**config.mk**
```make
export PLATFORM = sky130hd
export DESIGN_NAME = sar_conversion_control
export DESIGN_NICKNAME = d
export VERILOG_FILES = /design/src/sar_conv_pkg.sv /design/src/sar_conversion_control.sv /design/src/sar_result_store.sv
export SDC_FILE = /design/constraint.sdc
export NUM_CORES = 1
export LEC_CHECK = 0
export BUFFER_PORTS_ARGS = -buffer_cell sky130_fd_sc_hd__buf_2
export CORE_ASPECT_RATIO = 0.6
export CORE_MARGIN = 1.5
export CORE_UTILIZATION = 53
export DETAILED_ROUTE_END_ITERATION = 10
export PLACE_DENSITY_LB_ADDON = 0.1
export SETUP_SLACK_MARGIN = 0.5
export SYNTH_ARGS = -nofsm -noshare
export SYNTH_HDL_FRONTEND = slang
export SYNTH_SLANG_ARGS = --single-unit
```
**constraint.sdc**
```tcl
create_clock -name core_clk -period 2.1 [get_ports core_clk]
set_input_delay 0.42 -clock core_clk [delete_from_list [all_inputs] [get_ports core_clk]]
set_output_delay 0.42 -clock core_clk [all_outputs]
set_load 0.01 [all_outputs]
```
**src/sar_conv_pkg.sv**
```systemverilog
// Constants, pin indices and state encoding shared by the conversion control design.
// Overview of operation
// - A low on convert start ends acquisition and begins a conversion.
// - Conversions are launched only through the convert start input.
// - A running conversion always completes; convert start and sleep are ignored.
// - Convert start works regardless of chip select and read enable.
// - Convert start held low at busy fall times acquisition, then reconverts.
// - Self-retriggered conversions may run slightly faster than rated throughput.
// - Chip select OR read enable high floats the data bus outputs; busy and the status outputs stay driven.
// - Serial output shares the parallel data pins, chosen by interface select.
// - Output coding select picks straight binary or two's complement.
// - Two's complement equals straight binary with its top bit inverted.
// - Both power-downs low enable internal reference and buffer gain two.
// - Reference power-down high alone gives external reference, buffer gain one.
// - Both power-downs high disable internal reference and internal buffer.
// - Sleep never disables the internal reference or buffer.
// - Low power after every conversion; digital interface stays active.
// - After the last bit decision the result is stored and busy drops.
`default_nettype none
package sar_conv_pkg;
	// Core clock and derived timing.
	localparam int CLK_PERIOD_NS     = 8;
	localparam int BIT_TIME_NS       = 96;
	localparam int BIT_CYCLES        = (BIT_TIME_NS + CLK_PERIOD_NS - 1) / CLK_PERIOD_NS;
	localparam int THROUGHPUT_KSPS   = 500;
	localparam int SAMPLE_PERIOD_NS  = 1000000 / THROUGHPUT_KSPS;
	localparam int SAMPLE_CYCLES     = SAMPLE_PERIOD_NS / CLK_PERIOD_NS;
	localparam int RESULT_BITS       = 16;
	localparam int CONV_CYCLES       = RESULT_BITS * BIT_CYCLES;
	localparam int AUTO_MARGIN       = 4;
	localparam int AUTO_ACQ_CYCLES   = SAMPLE_CYCLES - CONV_CYCLES - AUTO_MARGIN;
	localparam int CNT_W             = 8;
	localparam int BIDX_W            = 4;
	// Positions of the pin inputs inside the synchroniser vector.
	localparam int PIN_CNV           = 0;
	localparam int PIN_SLEEP         = 1;
	localparam int PIN_REFPD         = 2;
	localparam int PIN_BUFPD         = 3;
	localparam int PIN_CODING        = 4;
	localparam int PIN_CS            = 5;
	localparam int PIN_RD            = 6;
	localparam int PIN_SER           = 7;
	localparam int PIN_SCLK          = 8;
	localparam int PIN_COUNT         = 9;
	// Values after reset; active-low pins idle high.
	localparam logic [8:0]  RESET_PINS   = 9'h061;
	localparam logic [15:0] RESET_RESULT = 16'h0000;
	typedef enum logic [1:0] {ST_IDLE, ST_CONVERT, ST_ACQUIRE} conv_state_t;
endpackage
`default_nettype wire

```
**src/sar_conversion_control.sv**
```systemverilog
// Conversion sequencer, reference control and output bus driver of the converter.
`default_nettype none
module sar_conversion_control #(
	parameter int RES_BITS = 16
) (
	input  wire logic                core_clk,
	input  wire logic                resetn,
	input  wire logic                convertStartN,
	input  wire logic                sleepRequest,
	input  wire logic                refPowerdown,
	input  wire logic                bufferPowerdown,
	input  wire logic                outputCodingSelect,
	input  wire logic                chipSelectN,
	input  wire logic                readEnableN,
	input  wire logic                serialSelect,
	input  wire logic                serialClk,
	input  wire logic                compHigh,
	output logic                     busy,
	output logic                     lowPower,
	output logic                     sleepActive,
	output logic                     refEnable,
	output logic                     bufferEnable,
	output logic                     bufferGainTwo,
	output logic     [RES_BITS-1:0]  trialCode,
	output logic     [RES_BITS-1:0]  dataOut,
	output logic                     dataOe
);
	typedef struct packed {
		sar_conv_pkg::conv_state_t          st;
		logic [sar_conv_pkg::PIN_COUNT-1:0] syncA;
		logic [sar_conv_pkg::PIN_COUNT-1:0] syncB;
		logic                               cnvPrev;
		logic                               sclkPrev;
		logic                               oePrev;
		logic [sar_conv_pkg::BIDX_W-1:0]    bitIdx;
		logic [sar_conv_pkg::CNT_W-1:0]     cnt;
		logic [RES_BITS-1:0]                sar;
		logic                               busy;
		logic [RES_BITS-1:0]                shift;
		logic [RES_BITS-1:0]                dataOut;
		logic                               refEn;
		logic                               bufEn;
		logic                               gainTwo;
	} ctl_t;

	ctl_t                ctl_ff;
	ctl_t                nxt_ctl;
	logic                storeWrite;
	logic [RES_BITS-1:0] storeData;
	logic [RES_BITS-1:0] storeRead;
	logic                cnvLow;
	logic                sleepLvl;
	logic                startEdge;
	logic                bitDone;
	logic [RES_BITS-1:0] decided;

	// Coding of a straight binary word; two's complement flips only the top bit.
	function automatic logic [RES_BITS-1:0] codeResult(input logic [RES_BITS-1:0] raw,
			input logic straightBin);
		codeResult = {raw[RES_BITS-1] ^ ~straightBin, raw[RES_BITS-2:0]};
	endfunction

	// One-hot weight of the bit under decision.
	function automatic logic [RES_BITS-1:0] bitWeight(input logic [sar_conv_pkg::BIDX_W-1:0] idx);
		bitWeight = '0;
		bitWeight[idx] = 1'b1;
	endfunction

	// Levels taken only from the second synchroniser stage.
	assign cnvLow    = ~ctl_ff.syncB[sar_conv_pkg::PIN_CNV];
	assign sleepLvl  = ctl_ff.syncB[sar_conv_pkg::PIN_SLEEP];
	assign startEdge = cnvLow & ctl_ff.cnvPrev;
	assign bitDone   = (ctl_ff.cnt == '0);
	assign decided   = compHigh ? (ctl_ff.sar | bitWeight(ctl_ff.bitIdx)) : ctl_ff.sar;

	// Sequencer, pin synchronisers, reference decode and output shaping.
	always_comb begin
		nxt_ctl          = ctl_ff;
		storeWrite       = 1'b0;
		storeData        = decided;
		nxt_ctl.syncA    = {serialClk, serialSelect, readEnableN, chipSelectN,
			outputCodingSelect, bufferPowerdown, refPowerdown, sleepRequest, convertStartN};
		nxt_ctl.syncB    = ctl_ff.syncA;
		nxt_ctl.cnvPrev  = ~cnvLow;
		nxt_ctl.sclkPrev = ctl_ff.syncB[sar_conv_pkg::PIN_SCLK];
		nxt_ctl.oePrev   = dataOe;
		// Chip select and read enable are not consulted here at all.
		unique case (ctl_ff.st)
			sar_conv_pkg::ST_IDLE: begin
				// Sleep holds the part idle, but only in idle; the automatic acquisition ignores it.
				if (startEdge && !sleepLvl) begin
					nxt_ctl.st     = sar_conv_pkg::ST_CONVERT;
					nxt_ctl.busy   = 1'b1;
					nxt_ctl.sar    = '0;
					nxt_ctl.bitIdx = sar_conv_pkg::BIDX_W'(RES_BITS - 1);
					nxt_ctl.cnt    = sar_conv_pkg::CNT_W'(sar_conv_pkg::BIT_CYCLES - 1);
				end
			end
			sar_conv_pkg::ST_CONVERT: begin
				// Convert start and sleep are deliberately ignored until the end.
				nxt_ctl.cnt = ctl_ff.cnt - 1'b1;
				if (bitDone) begin
					nxt_ctl.sar = decided;
					nxt_ctl.cnt = sar_conv_pkg::CNT_W'(sar_conv_pkg::BIT_CYCLES - 1);
					nxt_ctl.bitIdx = ctl_ff.bitIdx - 1'b1;
					if (ctl_ff.bitIdx == '0) begin
						storeWrite   = 1'b1;
						nxt_ctl.busy = 1'b0;
						if (cnvLow) begin
							nxt_ctl.st  = sar_conv_pkg::ST_ACQUIRE;
							nxt_ctl.cnt = sar_conv_pkg::CNT_W'(sar_conv_pkg::AUTO_ACQ_CYCLES - 1);
						end else begin
							nxt_ctl.st = sar_conv_pkg::ST_IDLE;
						end
					end
				end
			end
			sar_conv_pkg::ST_ACQUIRE: begin
				// The auto acquisition is four cycles shorter than the rated period leaves after a conversion.
				nxt_ctl.cnt = ctl_ff.cnt - 1'b1;
				if (!cnvLow) begin
					nxt_ctl.st = sar_conv_pkg::ST_IDLE;
				end else if (bitDone) begin
					nxt_ctl.st     = sar_conv_pkg::ST_CONVERT;
					nxt_ctl.busy   = 1'b1;
					nxt_ctl.sar    = '0;
					nxt_ctl.bitIdx = sar_conv_pkg::BIDX_W'(RES_BITS - 1);
					nxt_ctl.cnt    = sar_conv_pkg::CNT_W'(sar_conv_pkg::BIT_CYCLES - 1);
				end
			end
			default: begin
				nxt_ctl.st = sar_conv_pkg::ST_IDLE;
			end
		endcase
		// Reference and buffer follow their own pins only, never sleep.
		nxt_ctl.refEn   = ~ctl_ff.syncB[sar_conv_pkg::PIN_REFPD];
		nxt_ctl.bufEn   = ~ctl_ff.syncB[sar_conv_pkg::PIN_BUFPD];
		nxt_ctl.gainTwo = ~ctl_ff.syncB[sar_conv_pkg::PIN_REFPD]
			& ~ctl_ff.syncB[sar_conv_pkg::PIN_BUFPD];
		// Serial word loads as the outputs turn on and shifts on each clock rise.
		if (dataOe && !ctl_ff.oePrev) begin
			nxt_ctl.shift = codeResult(storeRead, ctl_ff.syncB[sar_conv_pkg::PIN_CODING]);
		end else if (dataOe && ctl_ff.syncB[sar_conv_pkg::PIN_SCLK] && !ctl_ff.sclkPrev) begin
			nxt_ctl.shift = {ctl_ff.shift[RES_BITS-2:0], 1'b0};
		end
		// Serial data takes bit zero of the shared bus; the other pins read low.
		if (ctl_ff.syncB[sar_conv_pkg::PIN_SER]) begin
			nxt_ctl.dataOut = {{(RES_BITS-1){1'b0}}, ctl_ff.shift[RES_BITS-1]};
		end else begin
			nxt_ctl.dataOut = codeResult(storeRead,
				ctl_ff.syncB[sar_conv_pkg::PIN_CODING]);
		end
	end

	// State register; pins reset to their idle levels so no edge is invented.
	always_ff @(posedge core_clk or negedge resetn) begin
		if (!resetn) begin
			ctl_ff         <= '0;
			ctl_ff.st      <= sar_conv_pkg::ST_IDLE;
			ctl_ff.syncA   <= sar_conv_pkg::RESET_PINS;
			ctl_ff.syncB   <= sar_conv_pkg::RESET_PINS;
			ctl_ff.cnvPrev <= 1'b1;
			ctl_ff.sar     <= sar_conv_pkg::RESET_RESULT;
		end else begin
			ctl_ff <= nxt_ctl;
		end
	end

	sar_result_store #(
		.WIDTH     (RES_BITS)
	) u_store (
		.core_clk  (core_clk),
		.resetn    (resetn),
		.writeEn   (storeWrite),
		.writeData (storeData),
		.readData  (storeRead)
	);

	// Either select high floats the bus; the enable is a combined handshake term.
	assign dataOe = ~(ctl_ff.syncB[sar_conv_pkg::PIN_CS]
		| ctl_ff.syncB[sar_conv_pkg::PIN_RD]);
	assign busy          = ctl_ff.busy;
	assign lowPower      = ~ctl_ff.busy;
	assign sleepActive   = sleepLvl & (ctl_ff.st == sar_conv_pkg::ST_IDLE);
	assign refEnable     = ctl_ff.refEn;
	assign bufferEnable  = ctl_ff.bufEn;
	assign bufferGainTwo = ctl_ff.gainTwo;
	assign trialCode     = ctl_ff.busy ? (ctl_ff.sar | bitWeight(ctl_ff.bitIdx)) : ctl_ff.sar;
	assign dataOut       = ctl_ff.dataOut;

	// Helper counter of busy cycles, read only by the checks below.
	localparam int CONV_LEN = sar_conv_pkg::CONV_CYCLES;
	localparam int AUTO_MAX = 60;
	logic [8:0] busyLen_ff;
	always_ff @(posedge core_clk or negedge resetn) begin
		if (!resetn) begin
			busyLen_ff <= '0;
		end else begin
			busyLen_ff <= busy ? busyLen_ff + 1'b1 : '0;
		end
	end

	// Helper counter of idle cycles, read only by the automatic period check below.
	logic [8:0] idleLen_ff;
	always_ff @(posedge core_clk or negedge resetn) begin
		if (!resetn) begin
			idleLen_ff <= '0;
		end else begin
			idleLen_ff <= busy ? '0 : idleLen_ff + 1'b1;
		end
	end
endmodule
`default_nettype wire

```
**src/sar_result_store.sv**
```systemverilog
// One-word result store with registered read data.
`default_nettype none
module sar_result_store #(
	parameter int WIDTH = 16
) (
	input  wire logic             core_clk,
	input  wire logic             resetn,
	input  wire logic             writeEn,
	input  wire logic [WIDTH-1:0] writeData,
	output logic      [WIDTH-1:0] readData
);
	logic [WIDTH-1:0] word_ff;

	// The word is written once per conversion; read data lags one cycle.
	always_ff @(posedge core_clk or negedge resetn) begin
		if (!resetn) begin
			word_ff  <= '0;
			readData <= '0;
		end else begin
			if (writeEn) begin
				word_ff <= writeData;
			end
			readData <= word_ff;
		end
	end
endmodule
`default_nettype wire

```
==> results of run 1 <==
-- area by class of cell --
cell class | count | area (um2) | share of cell area [%]
clock inverter | 7 | 95.1 | 1.28
clock buffer | 25 | 475 | 6.42
multi-input combinational | 298 | 2560 | 34.6
timing repair buffer | 123 | 1070 | 14.5
sequential | 119 | 2990 | 40.3
inverter | 13 | 48.8 | 0.659
tap | 130 | 163 | 2.20
-- worst min path at each step --
stage	startpoint	to	slack (ns)	cells past startpoint
after global routing	resetn	ctl_ff[70]	0.01	2
after floorplan	resetn	bufferEnable	0.12	0
after detailed placement	ctl_ff[78]	ctl_ff[69]	0.34	0
after global placement	ctl_ff[84]	ctl_ff[75]	0.33	0
after CTS	resetn	ctl_ff[69]	0.003	2
final	resetn	ctl_ff[78]	-0.004	2
-- kinds of logic after synthesis --
| group | share of synthesized area [%] |
|---|---|
| buffers and inverters | 5.54 |
| adder cells (fa/ha/maj) | 2.20 |
| multiplexers | 4.20 |
| AO/OA/AOI/OAI | 14.6 |
| XOR/XNOR | 0.171 |
| AND/OR/NAND/NOR | 15.0 |
| flip-flops | 58.3 |
-- critical path, delay by kind of cell (launching register included) --
| kind | cells | cell delay [ns] |
|---|---|---|
| buffers and inverters | 3 | 0.41 |
| DFF | 1 | 0.40 |
| AOI/OAI and AO/OA | 1 | 0.25 |
| adders and majority gates | 1 | 0.15 |
| and+or+nand+nor | 1 | 0.08 |
-- through the flow --
stage	instances	setup slack (ns)
final	715	-0.0117
after global routing	715	-0.0263
after CTS	691	0.0818
after detailed placement	637	0.0206
after global placement	637	0.0713
after floorplan	472	0.183
-- layer usage --
| layer | track usage [%] | up-vias |
|---|---|---|
| met5 | 0 | - |
| met1 | 38.3 | 2107 |
| met4 | 10.2 | 0 |
| li1 | - | 1848 |
| met3 | 7.95 | 26 |
| met2 | 36.1 | 186 |
-- power by group --
part / internal, mW / total [mW] / switching [mW]
Clock: 1.81 / 2.80 / 0.994
Sequential: 2.99 / 3.53 / 0.543
Combinational: 2.44 / 5.34 / 2.91
-- repair_timing --
action                                  CTS  global route
buffers inserted                         21            20
endpoints found under the setup margin   66            74
cloned                                    1             4
pin swaps                                24            36
hold endpoints to repair                  0             0
resized for setup                        41           144
-- flip-flops by register name, indices dropped and copies added (netlist names) --
register	count
u_store.readData	16
ctl_ff	67
bufferEnable	1
dataOut	16
bufferGainTwo	1
refEnable	1
busy	1
u_store.word_ff	16
-- synth_stat cells (5+ instances only) --
library cell	number	area (um2)
o21bai_1	13	97.6
buf_2	8	40.0
clkbuf_1	16	60.1
dfrtp_1	112	2800
ha_1	9	113
nor3_1	7	35.0
a21oi_1	9	45.0
nand2_1	47	176
nand3_1	7	35.0
mux2i_1	17	170
inv_1	13	48.8
a41oi_1	16	140
o21ai_0	38	190
buf_4	18	135
dfstp_2	7	184
nor2_1	53	199
nor2b_1	16	100
nand4_1	5	31.3
==> flow_metrics.env, run 1 <==
export IMPL_cp_cell_sequence="inv_2, buf_4, ha_4, nand2_4, o21bai_1, buf_2"
export IMPL_maxCapViolCount=0
export IMPL_dr_total_vias=4167
export IMPL_grt_overflow=0
export IMPL_yosysSeqAreaShare_pct=58.3
export IMPL_cts_buffers=17
export IMPL_antenna_found_initial=0
export IMPL_cp_end_kind="primary output"
export IMPL_vdd_drop_max_v=0.00110
export IMPL_grt_max_degree=71
export IMPL_violations="negative hold slack, negative setup slack"
export IMPL_die_w_um=130
export IMPL_status="complete, but fails checks"
export IMPL_hold_violations=7
export IMPL_yosys_warnings=0
export IMPL_finalPower_mw=11.7
export IMPL_cp_startpoint="ctl_ff[61]"
export IMPL_cpMaxStageDelayCell="dfrtp_1"
export IMPL_setup_ws_ns=-0.0117
export IMPL_syn_instance_count=472
export IMPL_skew_ns=0.00838
export IMPL_async_reset_ff_share_pct=100
export IMPL_finalCoreUtilization_pct=79.7
export IMPL_syn_to_final_growth_pct=44.5
export IMPL_worst_setup_path_start_kind="flop"
export IMPL_diodes=0
export IMPL_r2r_setup_slack_ns=0.03
export IMPL_post_route_cell_area_mm2=0.00741
export IMPL_drtPass1Iterations=7
export IMPL_power_density_mw_per_mm2=1580
export IMPL_ant_nets=0
export IMPL_min_period_ns=2.11
export IMPL_fp_coreArea_mm2=0.00929
export IMPL_totalWireLength_um=14200
export IMPL_dr_wl_met3_um=1070
export IMPL_dieArea_mm2=0.0103
export IMPL_clkTransAtPathRegs_ns=0.05
export IMPL_clk_path_buf_depth=2
export IMPL_wl_met2_um=6500
export IMPL_wl_per_cell_um=19.8
export IMPL_reg2reg_depth=6
export IMPL_final_layout_size_suffix_gt1_share_pct=45.6
export IMPL_routabilityCongestion=0.949
export IMPL_highest_layer="met4"
export IMPL_clockRootBuffer="clkbuf_16"
export IMPL_holdBufCountCts=0
export IMPL_synth_edff_count=0
export IMPL_syn_area_mm2=0.00513
export IMPL_setup_viol=1
export IMPL_grt_pass1_wl_um=20200
export IMPL_worstSkewPairLatency_ns=0.41
export IMPL_synth_distinct_cells=56
export IMPL_rsz0062_at_grt="true"
export IMPL_drcViolationCount=0
export IMPL_n_fill_cell=517
export IMPL_post_route_period_util_pct=101
export IMPL_holdCritPathClass="primary input to async pin"
export IMPL_fp_row_count=27
export IMPL_place_hpwl_um=7670
export IMPL_drt_met1_wl_um=6400
export IMPL_critPathRequiredTime_ns=1.68
export IMPL_layout_common_cells="111 x dfrtp_1, 43 x nor2_1, 42 x buf_2, 42 x buf_4, 28 x nand2_1"
export IMPL_fin_nets=593
export IMPL_postSynthAreaPerCell_um2=10.9
export IMPL_maxSlewViolCount=0
export IMPL_die_h_um=79.2
export IMPL_synth_seq_cells=119
export IMPL_ios=51
export IMPL_placed_area_mm2=0.00561
export IMPL_critical_path_endpoint="trialCode[9]"
export IMPL_htreeDepth=4
export IMPL_hold_ws_ns=-0.00365
export IMPL_viasPerCell=5.83
export IMPL_crit_fanout=3
export IMPL_final_common_cell="dfrtp_1"
export IMPL_synthFlopType="dfrtp_1"
export IMPL_start_util_pct=55.2
export IMPL_grt_pass1_vias=3960
export IMPL_crit_type="flop to primary output"
export IMPL_r2r_start="ctl_ff[53]"
export IMPL_setup_tns_ns=-0.0117
export IMPL_max_clock_freq_mhz=474
export IMPL_port_buffer_count=50
export IMPL_r2r_end="ctl_ff[61]"
export IMPL_synth_nets=493
export IMPL_cts_sinks=119
export IMPL_tritoncts="yes"
export IMPL_crit_arrival_ns=1.69
export IMPL_drt_iter0_drc=432
export IMPL_max_slew_margin_pct=71.1
export IMPL_tightest_slew_ns=0.422
export IMPL_grtUsageTotal_pct=26.1
export IMPL_crit_path_max_incr_delay_ns=0.40
export IMPL_leakagePower_nw=3.19
Power figures use the tool's default switching activity.
==> run 2, diff against run 1 <==
--- a/config.mk
+++ b/config.mk
@@ -8,7 +8,8 @@
 export BUFFER_PORTS_ARGS = -buffer_cell sky130_fd_sc_hd__buf_2
 export CORE_ASPECT_RATIO = 0.6
 export CORE_MARGIN = 1.5
-export CORE_UTILIZATION = 53
+export CORE_UTILIZATION = 55
+export CTS_BUF_LIST = sky130_fd_sc_hd__clkbuf_8
 export DETAILED_ROUTE_END_ITERATION = 10
 export PLACE_DENSITY_LB_ADDON = 0.1
 export SETUP_SLACK_MARGIN = 0.5
==> run 2 against run 1 <==
- setup slack better by 0.055 ns
- critical path depth stayed put
- via count is 1.2% lower
- flip-flop and latch count stayed put
- critical path type is now flop to flop
- first-iteration DRC count is 10% lower
- the run now ends clean
- die area is 3.5% lower
- highest routed layer unchanged
==> flow_metrics.env, run 2 (synthesized netlist as in run 1, its figures left out) <==
export IMPL_status="complete, no violations"
export IMPL_worst_setup_path_start_kind="flop"
export IMPL_power_switching_mw=4.12
export IMPL_hold_violations=0
export IMPL_grt_max_degree=46
export IMPL_largest_reg_flops=67
export IMPL_cp_end_kind="flop"
export IMPL_vdd_drop_max_v=0.000948
export IMPL_clkTransAtPathRegs_ns=0.07
export IMPL_p_clk_share_pct=18.8
export IMPL_setup_tns_ns=0
export IMPL_holdCritPathClass="primary input to flop"
export IMPL_internal_power_mw=6.51
export IMPL_maxCapViolCount=0
export IMPL_crit_fanout=6
export IMPL_tritoncts="yes"
export IMPL_routabilityCongestion=0.962
export IMPL_path_delay_family="simple AND/OR/NAND/NOR gates"
export IMPL_die_w_um=128
export IMPL_viasPerCell=5.90
export IMPL_finalPower_mw=10.6
export IMPL_die_h_um=77.8
export IMPL_crit_path_max_incr_delay_ns=0.53
export IMPL_dieArea_mm2=0.00993
export IMPL_seqPwrFrac_pct=33.0
export IMPL_htreeDepth=4
export IMPL_final_common_cell="dfrtp_1"
export IMPL_setup_viol=0
export IMPL_top_register="ctl_ff"
export IMPL_skew_ns=0.00920
export IMPL_place_hpwl_um=7780
export IMPL_power_density_mw_per_mm2=1520
export IMPL_max_slew_margin_pct=57.2
export IMPL_post_route_cell_area_mm2=0.00698
export IMPL_rsz0062_at_grt="true"
export IMPL_dr_total_vias=4117
export IMPL_layout_common_cells="111 x dfrtp_1, 45 x nor2_1, 38 x buf_2, 38 x buf_4, 31 x buf_6"
export IMPL_grt_pass1_vias=3930
export IMPL_port_buffer_count=50
export IMPL_post_route_period_util_pct=97.9
export IMPL_drcViolationCount=0
export IMPL_max_clock_freq_mhz=486
export IMPL_grtUsageTotal_pct=27.6
export IMPL_clk_path_buf_depth=2
export IMPL_crit_type="flop to flop"
export IMPL_final_layout_size_suffix_gt1_share_pct=43.5
export IMPL_swShare_pct=38.8
export IMPL_critPathRequiredTime_ns=2.41
export IMPL_placed_area_mm2=0.00557
export IMPL_start_util_pct=56.2
export IMPL_drt_iter0_drc=387
export IMPL_grt_overflow=0
export IMPL_worstSkewPairLatency_ns=0.42
export IMPL_path_buf_inv=1
export IMPL_fp_row_count=27
export IMPL_leakagePower_nw=3.03
export IMPL_syn_to_final_growth_pct=36.1
export IMPL_cts_buffers=17
export IMPL_cpMaxStageDelayCell="or4b_4"
export IMPL_wl_per_cell_um=19.0
export IMPL_diodes=0
export IMPL_fin_nets=590
export IMPL_tightest_slew_ns=0.637
export IMPL_drtPass1Iterations=5
export IMPL_comb_power_share_pct=48.2
export IMPL_totalWireLength_um=13200
export IMPL_ant_nets=0
export IMPL_maxSlewViolCount=0
export IMPL_finalCoreUtilization_pct=76.5
export IMPL_min_period_ns=2.06
export IMPL_cp_cell_sequence="inv_2, ha_4, or4b_4, o21ai_4, and3_4, mux2_4"
export IMPL_clockRootBuffer="clkbuf_8"
export IMPL_grt_pass1_wl_um=20600
export IMPL_crit_arrival_ns=2.37
export IMPL_cts_sinks=119
export IMPL_ios=51
export IMPL_antenna_found_initial=0
export IMPL_fp_coreArea_mm2=0.00912
[run 2: cell count changes in the layout (fill, tap and decap cells not counted), sizes merged]
cell,before,now
clkbuf,27,21
clkinvlp,1,3
o2111a,2,3
inv,13,16
dlygate4sd3,0,1
bufinv,2,1
buf,121,118
[run 2: stage by stage]
| stage | hold WS (ns) | cells | worst slack [ns] |
|---|---|---|---|
| after floorplan | 0.124 | 472 | 0.183 |
| after global placement | 0.335 | 619 | 0.0867 |
| after detailed placement | 0.336 | 619 | -0.0399 |
| after CTS | 0.0666 | 691 | 0.0614 |
| after global routing | 0.0636 | 698 | -0.000322 |
| final | 0.0908 | 698 | 0.0432 |
[run 2: power by group through the flow]
stage | Sequential [mW] | Combinational, mW | Clock [mW]
2_1_floorplan | 3.33 | 2.42 | 0
3_3_place_gp | 3.44 | 3.22 | 0
3_5_place_dp | 3.46 | 3.29 | 0
4_1_cts | 3.46 | 4.46 | 2.02
5_1_grt | 3.58 | 5.44 | 2.13
6_report | 3.50 | 5.13 | 2.00
[run 2: area by class of cell]
| type | count | area, um2 |
|---|---|---|
| clock inverter | 11 | 97.6 |
| fill | 583 | 2140 |
| sequential | 119 | 2990 |
| tap | 116 | 145 |
| multi-input combinational | 299 | 2340 |
| timing repair buffer | 119 | 1060 |
| inverter | 13 | 51.3 |
| clock buffer | 21 | 289 |
[run 2: path summary, 6_finish.rpt]
| kind | start | slack (ns) | end | depth (start not counted) |
|---|---|---|---|---|
| min | convertStartN | 0.09 | ctl_ff[76] | 1 |
| max | ctl_ff[53] | 0.04 | ctl_ff[60] | 6 |
| min in group asynchronous | resetn | 0.51 | ctl_ff[84] | 2 |
| min reg2reg | ctl_ff[79] | 0.35 | ctl_ff[70] | 0 |
| max reg2reg | ctl_ff[53] | 0.04 | ctl_ff[60] | 6 |
| max in group asynchronous | resetn | 0.93 | ctl_ff[67] | 3 |
[run 2: repair_timing]
item | CTS | global route
hold endpoints to repair | 26 | 0
endpoints found under the setup margin | 67 | 68
gates resized for setup | 104 | 47
cloned | 7 | 0
buffers inserted | 32 | 7
hold buffers | 1 | 0
pin swaps | 43 | 34
[run 2: routing by layer]
layer,vias to the layer above,track usage (%),share of wire [%]
met2,251,39.1,44
met3,28,8.28,10
met5,-,0,0
li1,1843,-,-
met4,0,9.10,1.7
met1,1995,40.6,44
==> run 3, diff against run 2 <==
--- a/config.mk
+++ b/config.mk
@@ -5,12 +5,12 @@
 export SDC_FILE = /design/constraint.sdc
 export NUM_CORES = 1
 export LEC_CHECK = 0
-export BUFFER_PORTS_ARGS = -buffer_cell sky130_fd_sc_hd__buf_2
 export CORE_ASPECT_RATIO = 0.6
 export CORE_MARGIN = 1.5
-export CORE_UTILIZATION = 55
+export CORE_UTILIZATION = 50
 export CTS_BUF_LIST = sky130_fd_sc_hd__clkbuf_8
 export DETAILED_ROUTE_END_ITERATION = 10
+export DONT_BUFFER_PORTS = 1
 export PLACE_DENSITY_LB_ADDON = 0.1
 export SETUP_SLACK_MARGIN = 0.5
 export SYNTH_ARGS = -nofsm -noshare
==> run 3 against run 2 <==
- the run now ends with negative hold slack left
- via count is 5.5% lower
- count of clock-buffer cells in the layout is 2 lower
- first-iteration DRC count is 14% higher
- wire length is 0.45% lower
- highest routed layer unchanged
- utilization is 7.2 points lower
- sequential power is 2% higher
- clock skew is 0.0019 ns lower
- largest cell class unchanged
- die area is 9.7% higher
==> flow_metrics.env, run 3 (synthesized netlist as in run 1, its figures left out) <==
export IMPL_top_register="ctl_ff"
export IMPL_tightest_slew_ns=0.477
export IMPL_clkTransAtPathRegs_ns=0.07
export IMPL_place_hpwl_um=7730
export IMPL_hold_ws_ns=-0.314
export IMPL_port_buffer_count=0
export IMPL_status="complete, but fails checks"
export IMPL_ant_nets=0
export IMPL_stdcell_count=680
export IMPL_power_density_mw_per_mm2=1580
export IMPL_finalCoreUtilization_pct=69.3
export IMPL_grt_max_degree=120
export IMPL_grt_pass1_wl_um=19800
export IMPL_dieArea_mm2=0.0109
export IMPL_hold_violations=119
export IMPL_crit_arrival_ns=2.37
export IMPL_grt_overflow=0
export IMPL_r2r_setup_slack_ns=0.04
export IMPL_fin_nets=553
export IMPL_min_period_ns=2.06
export IMPL_rsz0062_at_grt="true"
export IMPL_setup_tns_ns=0
export IMPL_syn_to_final_growth_pct=34.0
export IMPL_dp_cells=591
export IMPL_max_clock_freq_mhz=486
export IMPL_tritoncts="yes"
export IMPL_cp_end_kind="flop"
export IMPL_cts_sinks=119
export IMPL_viasPerCell=5.72
export IMPL_antenna_found_initial=0
export IMPL_wl_per_cell_um=19.4
export IMPL_holdCritPathClass="primary input to async pin"
export IMPL_crit_fanout=6
export IMPL_routabilityCongestion=0.902
export IMPL_crit_type="flop to flop"
export IMPL_final_layout_size_suffix_gt1_share_pct=38.9
export IMPL_largest_reg_flops=67
export IMPL_fp_coreArea_mm2=0.00991
export IMPL_layout_common_cells="111 x dfrtp_1, 49 x buf_4, 44 x nor2_1, 32 x nand2_1, 20 x o21ai_0"
export IMPL_maxCapViolCount=0
export IMPL_htreeDepth=4
export IMPL_setup_ws_ns=0.0440
export IMPL_maxSlewViolCount=0
export IMPL_vdd_drop_max_v=0.000722
export IMPL_post_place_ws_ns=-0.00585
export IMPL_critPathRequiredTime_ns=2.41
export IMPL_final_common_cell="dfrtp_1"
export IMPL_max_slew_margin_pct=68.1
export IMPL_post_route_period_util_pct=97.9
export IMPL_die_w_um=134
export IMPL_start_util_pct=51.7
export IMPL_worst_setup_path_start_kind="flop"
export IMPL_leakagePower_nw=2.90
export IMPL_clockRootBuffer="clkbuf_8"
export IMPL_violations="negative hold slack"
export IMPL_diodes=0
export IMPL_drcViolationCount=0
export IMPL_drtPass1Iterations=4
export IMPL_drt_iter0_drc=441
export IMPL_grtUsageTotal_pct=24.0
export IMPL_skew_ns=0.00728
export IMPL_cts_buffers=17
export IMPL_worstSkewPairLatency_ns=0.43
export IMPL_fp_row_count=28
export IMPL_holdBufCountCts=9
export IMPL_setup_viol=0
export IMPL_totalWireLength_um=13200
export IMPL_clk_path_buf_depth=2
export IMPL_die_h_um=81.4
export IMPL_dr_total_vias=3890
export IMPL_ios=51
export IMPL_grt_pass1_vias=3614
## run 3: cell types whose count changed in the layout (fill, tap and decap cells not counted), moves of 8 or more
| cell | delta |
|---|---|
| buf_2 | -37 |
| buf_4 | +11 |
| buf_6 | -14 |
| dlygate4sd3_1 | +8 |
| o21bai_1 | -8 |
| o21bai_4 | +8 |
## run 3: metal layers
| layer | vias up | GRT usage, % | share of wire, % |
|---|---|---|---|
| li1 | 1761 | - | - |
| met1 | 1968 | 36.4 | 49 |
| met2 | 143 | 31.4 | 42 |
| met3 | 18 | 8.27 | 7.8 |
| met4 | 0 | 8.37 | 1.4 |
| met5 | - | 0 | 0 |
## run 3: path summary, 6_finish.rpt
path                       startpoint                  to  cells past startpoint
max in group asynchronous      resetn          ctl_ff[67]                      0
min in group core_clk        compHigh  u_store.word_ff[0]                      2
setup reg to reg           ctl_ff[52]          ctl_ff[60]                      6
setup / recovery           ctl_ff[52]          ctl_ff[60]                      6
hold reg to reg            ctl_ff[77]          ctl_ff[68]                      0
hold / removal                 resetn        bufferEnable                      0
## run 3: stage by stage
| step | total power [mW] | instance area (um2) | hold WS, ns |
|---|---|---|---|
| 3_3_place_gp | 6.46 | 5330 | 0.129 |
| 3_5_place_dp | 6.52 | 5330 | 0.128 |
| 5_1_grt | 11.3 | 6870 | -0.348 |
| 2_1_floorplan | 5.75 | 5230 | 0.124 |
| 6_report | 10.8 | 6870 | -0.314 |
| 4_1_cts | 9.72 | 6380 | -0.346 |
## run 3: power breakdown
part | internal (mW) | leakage, nW | switching [mW]
Sequential | 2.98 | 1.38 | 0.595
Clock | 1.23 | 0.218 | 0.928
Combinational | 2.41 | 1.31 | 2.68
Total | 6.62 | 2.90 | 4.20
## run 3: final cells by class
type	count	area [um2]
clock inverters	13	155
fillers	700	3040
well taps	135	169
clock buffers	19	262
repair buffers	83	795
inverters	13	48.8
multi-input cells	298	2450
flip-flops and latches	119	2990
## run 3: worst max-delay path: stages, from the launching register on
cell     delay (ns)
dfrtp_1        0.40
inv_2          0.09
ha_4           0.13
or4b_4         0.52
o21ai_4        0.22
and3_4         0.26
mux2_4         0.31
## run 3: repair_timing
item | CTS | global route
pin swaps | 26 | 26
endpoints found under the setup margin | 65 | 67
endpoints found under the hold margin | 128 | 119
cloned | 3 | 2
setup buffers | 21 | 22
gates resized for setup | 97 | 57
